## src/rtl/kms_pkg.sv

```systemverilog
/*
 key matrix scanner package: register map, setup word fields, scan modes, frame table.
 assumes a 200 MHz apb clock and the lcd mask options given as top parameters.
*/
package kms_pkg;
    localparam int NUM_ROWS = 4;
    localparam int NUM_COLS = 16;
    localparam int TBL_DEPTH = 16;
    localparam int TBL_AW = 4;
    localparam int CLK_HZ_DEF = 200_000_000;

    localparam logic [7:0] A_SETUP_IMM = 8'h00;
    localparam logic [7:0] A_SETUP_SPLIT = 8'h04;
    localparam logic [7:0] A_SETUP_TBL = 8'h08;
    localparam logic [7:0] A_TBL_DATA = 8'h0C;
    localparam logic [7:0] A_CTRL = 8'h10;
    localparam logic [7:0] A_CMD = 8'h14;
    localparam logic [7:0] A_STATUS = 8'h18;
    localparam logic [7:0] A_FLAG_CLR = 8'h1C;
    localparam logic [7:0] A_INT_STATUS = 8'h20;
    localparam logic [7:0] A_INT_CLEAR = 8'h24;
    localparam logic [7:0] A_INT_ENABLE = 8'h28;
    localparam logic [7:0] A_PORT = 8'h2C;

    localparam logic [7:0] CMD_CLEAR_REQ = 8'h20;
    localparam logic [7:0] SETUP_RESET = 8'h20;
    localparam int B_TRIG = 6;
    localparam int B_START_CONDITION_FLAG_SEVEN = 1;
    localparam int B_START_CONDITION_FLAG_EIGHT = 2;
    localparam int B_TBL_IDX = 8;
    localparam int INT_BITS = 2;
    localparam int I_REQ = 0;
    localparam int I_CYCLE = 1;

    typedef enum logic [2:0] {
        KMS_ONE = 3'b000,
        KMS_ALL = 3'b001,
        KMS_OFF = 3'b010,
        KMS_RSV = 3'b011,
        KMS_EIGHT_A = 3'b100,
        KMS_EIGHT_B = 3'b101,
        KMS_FOUR = 3'b110,
        KMS_TWO = 3'b111
    } kms_mode_t;

    typedef enum logic [1:0] {
        KMS_SLOW = 2'b00,
        KMS_TYPICAL = 2'b01,
        KMS_FAST = 2'b10
    } kms_speed_t;

    // frame rate in Hz for a duty denominator; duty 0 is output-only
    function automatic int kms_frame_hz(input int duty, input int speed);
        int s;
        int t;
        int f;
        case (duty)
            2, 4: begin s = 16; t = 32; f = 64; end
            3, 6: begin s = 21; t = 42; f = 85; end
            5: begin s = 25; t = 51; f = 102; end
            7: begin s = 18; t = 36; f = 73; end
            8: begin s = 32; t = 64; f = 128; end
            9: begin s = 28; t = 56; f = 113; end
            default: begin s = 0; t = 0; f = 0; end
        endcase
        return (speed == 0) ? s : ((speed == 1) ? t : f);
    endfunction
endpackage

```

## src/rtl/kms_scanner.sv

```systemverilog
/*
 key matrix scanner with apb register slave and one level interrupt.
 assumes row pins are asynchronous and pulled low when released, and that the
 lcd segment values for the shared pins come from the display logic on pclk.
*/
// The placing of the registers and the APB register port were chosen for this implementation.
`timescale 1ns/1ps
module kms_scanner
    import kms_pkg::*;
#(
    parameter int CLK_HZ = kms_pkg::CLK_HZ_DEF,
    parameter int DUTY = 4,
    parameter int SPEED = 1
)(
    input wire logic pclk,
    input wire logic presetn,
    input wire logic psel,
    input wire logic penable,
    input wire logic pwrite,
    input wire logic [7:0] paddr,
    input wire logic [31:0] pwdata,
    output logic [31:0] prdata,
    output logic pready,
    output logic pslverr,
    input wire logic [kms_pkg::NUM_ROWS-1:0] row_inputs,
    input wire logic [kms_pkg::NUM_COLS-1:0] shared_segment_outputs,
    output logic [kms_pkg::NUM_COLS-1:0] column_outputs,
    output logic halt_release,
    output logic irq
);
    import kms_pkg::*;

    // scan rate follows the lcd alternating clock
    localparam int FRAME_HZ = kms_frame_hz(DUTY, SPEED);
    localparam int SCAN_HZ = FRAME_HZ * DUTY * 2;
    localparam int SCAN_DIV = (SCAN_HZ == 0) ? 1 : CLK_HZ / SCAN_HZ;
    localparam logic [31:0] SCAN_LAST = 32'(SCAN_DIV - 1);
    localparam logic SCAN_PRESENT = (SCAN_HZ != 0);

    typedef enum logic [0:0] {
        KMS_IDLE = 1'b0,
        KMS_DRIVE = 1'b1
    } kms_state_t;

    logic [7:0] setup;
    logic hre_en;
    logic scan_req;
    logic start_condition_flag_seven;
    logic start_condition_flag_eight;
    logic [NUM_ROWS-1:0] port_latch;
    logic [INT_BITS-1:0] int_status;
    logic [INT_BITS-1:0] int_enable;
    logic [31:0] div_cnt;
    logic scan_tick;
    kms_state_t state;
    kms_mode_t mode;
    logic active;
    logic [NUM_COLS-1:0] col_mask;
    logic [NUM_ROWS-1:0] row_meta;
    logic [NUM_ROWS-1:0] row_sync;
    logic [NUM_ROWS-1:0] row_prev;
    logic row_rise;
    logic req_set;
    logic req_clr;
    logic wr_acc;
    logic rd_setup;
    logic mapped;
    logic tbl_pend;
    logic [7:0] tbl_rdata;
    logic [INT_BITS-1:0] int_evt;

    assign wr_acc = psel & penable & pwrite;
    assign pready = 1'b1;
    assign rd_setup = psel & ~penable;

    always_comb begin
        if (paddr == A_SETUP_IMM || paddr == A_SETUP_SPLIT || paddr == A_SETUP_TBL) begin
            mapped = 1'b1;
        end else if (paddr == A_TBL_DATA || paddr == A_CTRL || paddr == A_CMD) begin
            mapped = 1'b1;
        end else if (paddr == A_STATUS || paddr == A_FLAG_CLR || paddr == A_INT_STATUS) begin
            mapped = 1'b1;
        end else if (paddr == A_INT_CLEAR || paddr == A_INT_ENABLE || paddr == A_PORT) begin
            mapped = 1'b1;
        end else begin
            mapped = 1'b0;
        end
    end

    assign pslverr = psel & penable & ~mapped;

    // read data are captured in the setup phase so the access phase answers at once
    always_ff @(posedge pclk or negedge presetn) begin
        if (!presetn) begin
            prdata <= 32'h0;
        end else if (rd_setup && !pwrite) begin
            if (paddr == A_SETUP_IMM) begin
                prdata <= {24'h0, setup};
            end else if (paddr == A_CTRL) begin
                prdata <= {31'h0, hre_en};
            end else if (paddr == A_STATUS) begin
                prdata <= {24'h0, port_latch, 1'b0, start_condition_flag_eight, start_condition_flag_seven, scan_req};
            end else if (paddr == A_INT_STATUS) begin
                prdata <= {30'h0, int_status};
            end else if (paddr == A_INT_ENABLE) begin
                prdata <= {30'h0, int_enable};
            end else if (paddr == A_PORT) begin
                prdata <= {28'h0, port_latch};
            end else begin
                prdata <= 32'h0;
            end
        end
    end

    kms_table_mem u_tbl (
        .pclk(pclk),
        .wr_en(wr_acc && paddr == A_TBL_DATA),
        .wr_addr(pwdata[B_TBL_IDX +: TBL_AW]),
        .wr_data(pwdata[7:0]),
        .rd_addr(pwdata[TBL_AW-1:0]),
        .rd_data(tbl_rdata)
    );

    always_ff @(posedge pclk or negedge presetn) begin
        if (!presetn) begin
            tbl_pend <= 1'b0;
        end else begin
            tbl_pend <= wr_acc && paddr == A_SETUP_TBL;
        end
    end

    // the three ways of loading the setup word; table read lands one edge later
    always_ff @(posedge pclk or negedge presetn) begin
        if (!presetn) begin
            setup <= SETUP_RESET;
        end else if (tbl_pend) begin
            setup <= tbl_rdata;
        end else if (wr_acc && paddr == A_SETUP_IMM) begin
            setup <= pwdata[7:0];
        end else if (wr_acc && paddr == A_SETUP_SPLIT) begin
            setup <= {pwdata[7:4], pwdata[3:0]};
        end
    end

    always_ff @(posedge pclk or negedge presetn) begin
        if (!presetn) begin
            hre_en <= 1'b0;
            int_enable <= '0;
        end else if (wr_acc && paddr == A_CTRL) begin
            hre_en <= pwdata[0];
        end else if (wr_acc && paddr == A_INT_ENABLE) begin
            int_enable <= pwdata[INT_BITS-1:0];
        end
    end

    assign mode = kms_mode_t'({setup[7], setup[5], setup[4]});
    assign active = SCAN_PRESENT && mode != KMS_OFF && mode != KMS_RSV;

    always_ff @(posedge pclk or negedge presetn) begin
        if (!presetn) begin
            div_cnt <= 32'h0;
        end else if (!active || div_cnt == SCAN_LAST) begin
            div_cnt <= 32'h0;
        end else begin
            div_cnt <= div_cnt + 32'h1;
        end
    end

    assign scan_tick = active && div_cnt == SCAN_LAST;

    always_ff @(posedge pclk or negedge presetn) begin
        if (!presetn) begin
            state <= KMS_IDLE;
        end else begin
            case (state)
                KMS_IDLE: begin
                    if (active) begin
                        state <= KMS_DRIVE;
                    end
                end
                KMS_DRIVE: begin
                    if (!active) begin
                        state <= KMS_IDLE;
                    end
                end
                default: begin
                    state <= KMS_IDLE;
                end
            endcase
        end
    end

    // per column select decode for every scan pattern
    genvar gi;
    generate
        for (gi = 0; gi < NUM_COLS; gi++) begin : g_col
            localparam logic [3:0] IDX = 4'(gi);
            always_comb begin
                case (mode)
                    KMS_ONE: col_mask[gi] = setup[3:0] == IDX;
                    KMS_ALL: col_mask[gi] = 1'b1;
                    KMS_EIGHT_A, KMS_EIGHT_B: col_mask[gi] = setup[3] == IDX[3];
                    KMS_FOUR: col_mask[gi] = setup[3:2] == IDX[3:2];
                    KMS_TWO: col_mask[gi] = setup[3:1] == IDX[3:1];
                    default: col_mask[gi] = 1'b0;
                endcase
            end
        end
    endgenerate

    // the shared pins carry lcd segments whenever the scanner is idle
    always_ff @(posedge pclk or negedge presetn) begin
        if (!presetn) begin
            column_outputs <= '0;
        end else if (state == KMS_DRIVE && active) begin
            column_outputs <= col_mask;
        end else begin
            column_outputs <= shared_segment_outputs;
        end
    end

    // rows are asynchronous pins; unused port pins are assumed set as outputs
    always_ff @(posedge pclk or negedge presetn) begin
        if (!presetn) begin
            row_meta <= '0;
            row_sync <= '0;
            row_prev <= '0;
        end else begin
            row_meta <= row_inputs;
            row_sync <= row_meta;
            row_prev <= row_sync;
        end
    end

    assign row_rise = active && |(row_sync & ~row_prev);

    always_ff @(posedge pclk or negedge presetn) begin
        if (!presetn) begin
            port_latch <= '0;
        end else if (scan_tick) begin
            port_latch <= row_sync;
        end
    end

    // key press raises the request only while scanning is active; bit 6 adds every cycle end
    assign req_set = row_rise || (scan_tick && setup[B_TRIG]);
    assign req_clr = wr_acc && paddr == A_CMD && pwdata[7:0] == CMD_CLEAR_REQ;

    // set wins over a clear in the same cycle so no key press is lost
    always_ff @(posedge pclk or negedge presetn) begin
        if (!presetn) begin
            scan_req <= 1'b0;
        end else if (req_set) begin
            scan_req <= 1'b1;
        end else if (req_clr) begin
            scan_req <= 1'b0;
        end
    end

    always_ff @(posedge pclk or negedge presetn) begin
        if (!presetn) begin
            start_condition_flag_seven <= 1'b0;
            start_condition_flag_eight <= 1'b0;
        end else begin
            if (req_set && hre_en) begin
                start_condition_flag_seven <= 1'b1;
            end else if (wr_acc && paddr == A_FLAG_CLR && pwdata[B_START_CONDITION_FLAG_SEVEN]) begin
                start_condition_flag_seven <= 1'b0;
            end
            if (req_set && hre_en) begin
                start_condition_flag_eight <= 1'b1;
            end else if (wr_acc && paddr == A_FLAG_CLR && pwdata[B_START_CONDITION_FLAG_EIGHT]) begin
                start_condition_flag_eight <= 1'b0;
            end
        end
    end

    assign halt_release = start_condition_flag_seven;

    assign int_evt = {scan_tick, req_set};

    always_ff @(posedge pclk or negedge presetn) begin
        if (!presetn) begin
            int_status <= '0;
        end else if (wr_acc && paddr == A_INT_CLEAR) begin
            int_status <= (int_status & ~pwdata[INT_BITS-1:0]) | int_evt;
        end else begin
            int_status <= int_status | int_evt;
        end
    end

    assign irq = |(int_status & int_enable);
endmodule

```

## src/rtl/kms_table_mem.sv

```systemverilog
/*
 small table memory holding setup bytes that the scanner can load by index.
 assumes one clock; read data appear one edge after the address.
*/
`timescale 1ns/1ps
module kms_table_mem
    import kms_pkg::*;
(
    input wire logic pclk,
    input wire logic wr_en,
    input wire logic [kms_pkg::TBL_AW-1:0] wr_addr,
    input wire logic [7:0] wr_data,
    input wire logic [kms_pkg::TBL_AW-1:0] rd_addr,
    output logic [7:0] rd_data
);
    logic [7:0] mem [TBL_DEPTH];

    // no reset: contents are loaded by software before use
    always_ff @(posedge pclk) begin
        if (wr_en) begin
            mem[wr_addr] <= wr_data;
        end
        rd_data <= mem[rd_addr];
    end
endmodule
```

## config.mk

```make
export PLATFORM = sky130hd
export DESIGN_NAME = kms_scanner
export DESIGN_NICKNAME = d
export VERILOG_FILES = /design/src/rtl/kms_pkg.sv /design/src/rtl/kms_scanner.sv /design/src/rtl/kms_table_mem.sv
export SDC_FILE = /design/constraint.sdc
export NUM_CORES = 1
export LEC_CHECK = 0
export CAP_MARGIN = 20
export CORE_MARGIN = 5
export CORE_UTILIZATION = 59
export CTS_CLUSTER_SIZE = 24
export DETAILED_ROUTE_END_ITERATION = 10
export DONT_BUFFER_PORTS = 1
export MAX_ROUTING_LAYER = met4
export PLACE_DENSITY = 0.85
export RECOVER_POWER = 100
export SKIP_LAST_GASP = 1
export SLEW_MARGIN = 20
export SYNTH_ARGS = -nofsm -noshare
export SYNTH_HDL_FRONTEND = slang
export SYNTH_SLANG_ARGS = --single-unit
```

## constraint.sdc

```tcl
create_clock -name pclk -period 2.1 [get_ports pclk]
set_input_delay 0.42 -clock pclk [delete_from_list [all_inputs] [get_ports pclk]]
set_output_delay 0.42 -clock pclk [all_outputs]
set_load 0.01 [all_outputs]
```

==> impl_metrics.ini <==
[finish]
fin_cells = 966
nets = 800
layout-drive-gt1-share_pct = 14.4
fin_area_mm2 = 0.0108
area_delta_synth_final_pct = 13.2
antenna_cells = 0

[timing]
fmax_mhz = 499
worstMarginPinSlew_ns = 0.765
max_slew_margin_pct = 48.6
holdWs_ns = -0.398
hold_violations = 90
setup_ws_ns = 0.0953
finalCritPeriodShare_pct = 95.5
setup_tns_ns = 0
min_period_ns = 2.00
slew_viol_final = 0
finalSetupViolCount = 0
rsz0062_at_grt = false
fin_skew_ns = 0.00837

[worst_hold_path]
min_path_type = in -> async

[synth]
synth_top_family_by_area = simple AND/OR/NAND/NOR gates
ys_seq_area_share_pct = 65.7
synth_ff_type = edfxtp_1
synth_cell_types = 53
synthArstFlopShare_pct = 39.8
synth.most_common_cell = edfxtp_1
synthAdderAreaFrac_pct = 0.263
syn-cell-area_mm2 = 0.00953
synth_xor_area_share_pct = 2.21
synth_warnings = 0
avgSynthCellArea_um2 = 13.9
yosysTopAreaCellShare_pct = 40.3
synth_edf_count = 128
syn-instance-count = 684
synthMuxAreaShare_pct = 11.2
ys_seq_elements = 226
synth_compound_area_share_pct = 4.87
synth_common_cells = edfxtp_1 (128), dfrtp_1 (89), nor2_1 (81), mux4_2 (40), nand2_1 (39)
synthTopCellsByArea = edfxtp_1 (40%), dfrtp_1 (23%), mux4_2 (9.5%)
synth_top_area_cell = edfxtp_1
yosys.area_share.simple_pct = 11.8

[power]
sw_frac_of_total_pct = 22.3
combPwrFrac_pct = 5.8
intPower_uw = 7520
power_density_mw_per_mm2 = 897
ir_worst_vdd_uv = 623
clkPwrFrac_pct = 42.1
switchingPower_uw = 2160
seqPwrFrac_pct = 52.1
leakage_uw = 0.00407

[setup_path]
startpoint_type = primary input
crit_type = in -> reg
cp.required_ns = 2.24
rr_endpoint = port_latch[0]
path_max_fanout = 8
reg2reg_from = div_cnt[1]
startpoint = paddr[4]
reg2reg_depth = 7
reg2reg_slack_ns = 0.12
arrival_ns = 2.15
endpoint_kind = register

[place]
post-place-cells = 897
place_area_mm2 = 0.00984
hpwl_um = 12600
pre_cts_slack_ns = -0.0872
place_congestion = 0.918
io_buffer_count = 0

[detailed_routing]
wl_met3_um = 2270
top_layer = met4
wl_met2_um = 10700
firstDrtPassIters = 5
viasPerCell = 6.21
vias = 5997
ant_nets = 0
wirelength_um = 21500
wl_per_cell_um = 22.2
drt_iter0_drc = 586
remaining_drc_errors = 0
met1_length_um = 8020

[global_route]
grt_pass1_vias = 5853
grt_overflow_total = 0
grt_max_degree = 91
grt.total_usage_pct = 22.9
grt_pass1_wl_um = 32100
antenna_found_initial = 0

[cts]
clk_pin_slew_ns = 0.07
htreeDepth = 1
clock_sinks = 226
cts_tree = built
cts_max_path_buffers = 3
clkLatencyLatePin_ns = 0.51
numCtsBuffers = 23
root_buffer = clkbuf_16

[die]
dieArea_mm2 = 0.0188
core_mm2 = 0.0159
start_util_pct = 60.0
io_pins = 117
fp-row-count = 46
die_y_um = 137
die_w_um = 137

[run_status]
outcome = finished with violations
violations = hold timing

[job]
maxCapViolations = 0
## cells in the final DEF, fill, tap and decap left out, drive strengths merged, types with 7 or more instances in the layout
cell / Yosys / routed
buf: 38 / 10
dfxtp: 8 / 8
edfxtp: 128 / 128
a31oi: 9 / 9
clkbuf: 16 / 52
xor2: 19 / 19
mux2i: 9 / 9
a21oi: 31 / 31
inv: 16 / 19
nand2: 39 / 39
nor3: 11 / 11
or3: 7 / 7
mux4: 40 / 40
nor2: 81 / 81
mux2: 7 / 7
nand3: 25 / 25
dfrtp: 89 / 89
and3: 11 / 11
conb: 2 / 25
dlygate4sd3: 0 / 26
a22oi: 7 / 7
o21ai: 24 / 24
nand4: 14 / 14
## state kept, by name, indices dropped and copies added (netlist names), 8 cells and up
name            flops
u_tbl.mem         128
div_cnt            32
column_outputs     16
prdata              8
setup               8
u_tbl.rd_data       8
## metal layers
layer	vias to the layer above	track usage, %
li1	2596	-
met5	-	-
met4	0	5.54
met1	2985	30.0
met2	367	36.8
met3	49	5.59
## layout make-up
class	instances	area, µm²
multi-input combinational	411	2990
tap	216	270
fill	1048	5100
clock inverter	9	85.1
clock buffer	33	676
inverter	16	60.1
sequential	226	6260
timing repair buffer	55	444
## power by group through the flow
stage,registers [µW],logic [µW],clock network [µW]
after floorplan,5080,466,0
after global placement,5120,449,0
after detailed placement,5130,477,0
after CTS,5040,529,4120
after global routing,5060,615,4340
final,5040,557,4080
## logic make-up (layout without fill, tap and decap cells)
logic type	count (synthesis)	count (layout)
flip-flops	226	226
multiplexers	56	56
adder cells (fa/ha/maj)	2	2
other	2	25
XOR/XNOR	24	24
AO/OA/AOI/OAI	80	80
buffers and inverters	70	113
AND/OR/NAND/NOR	224	224
## metrics by stage
| stage | total power [µW] | util [%] |
|---|---|---|
| 2_1_floorplan | 5550 | - |
| 3_3_place_gp | 5570 | 61.9 |
| 3_5_place_dp | 5610 | 61.9 |
| 4_1_cts | 9690 | 67.8 |
| 5_1_grt | 10000 | 67.9 |
| 6_report | 9680 | 67.9 |
## repair_timing
item	CTS	global route
hold endpoints to repair	143	126
endpoints found under the setup margin	0	8
resized for setup	0	1
setup buffers	0	1
hold buffers	17	9
## worst max path at each step
stage                                 end  depth (start not counted)
final                     u_tbl.mem[3][3]                          6
after global routing        port_latch[1]                          7
after CTS                   port_latch[0]                          6
after detailed placement  u_tbl.mem[2][4]                          6
after global placement    u_tbl.mem[2][5]                          6
after floorplan           u_tbl.mem[3][0]                          5
## worst max-delay path: stages
cell	delay, ns
nor4_1	0.35
clkbuf_1	0.21
nand3_1	0.21
or3_1	0.43
nor2_1	0.11
clkbuf_1	0.41
No activity file was read; power rests on OpenSTA's default activity.
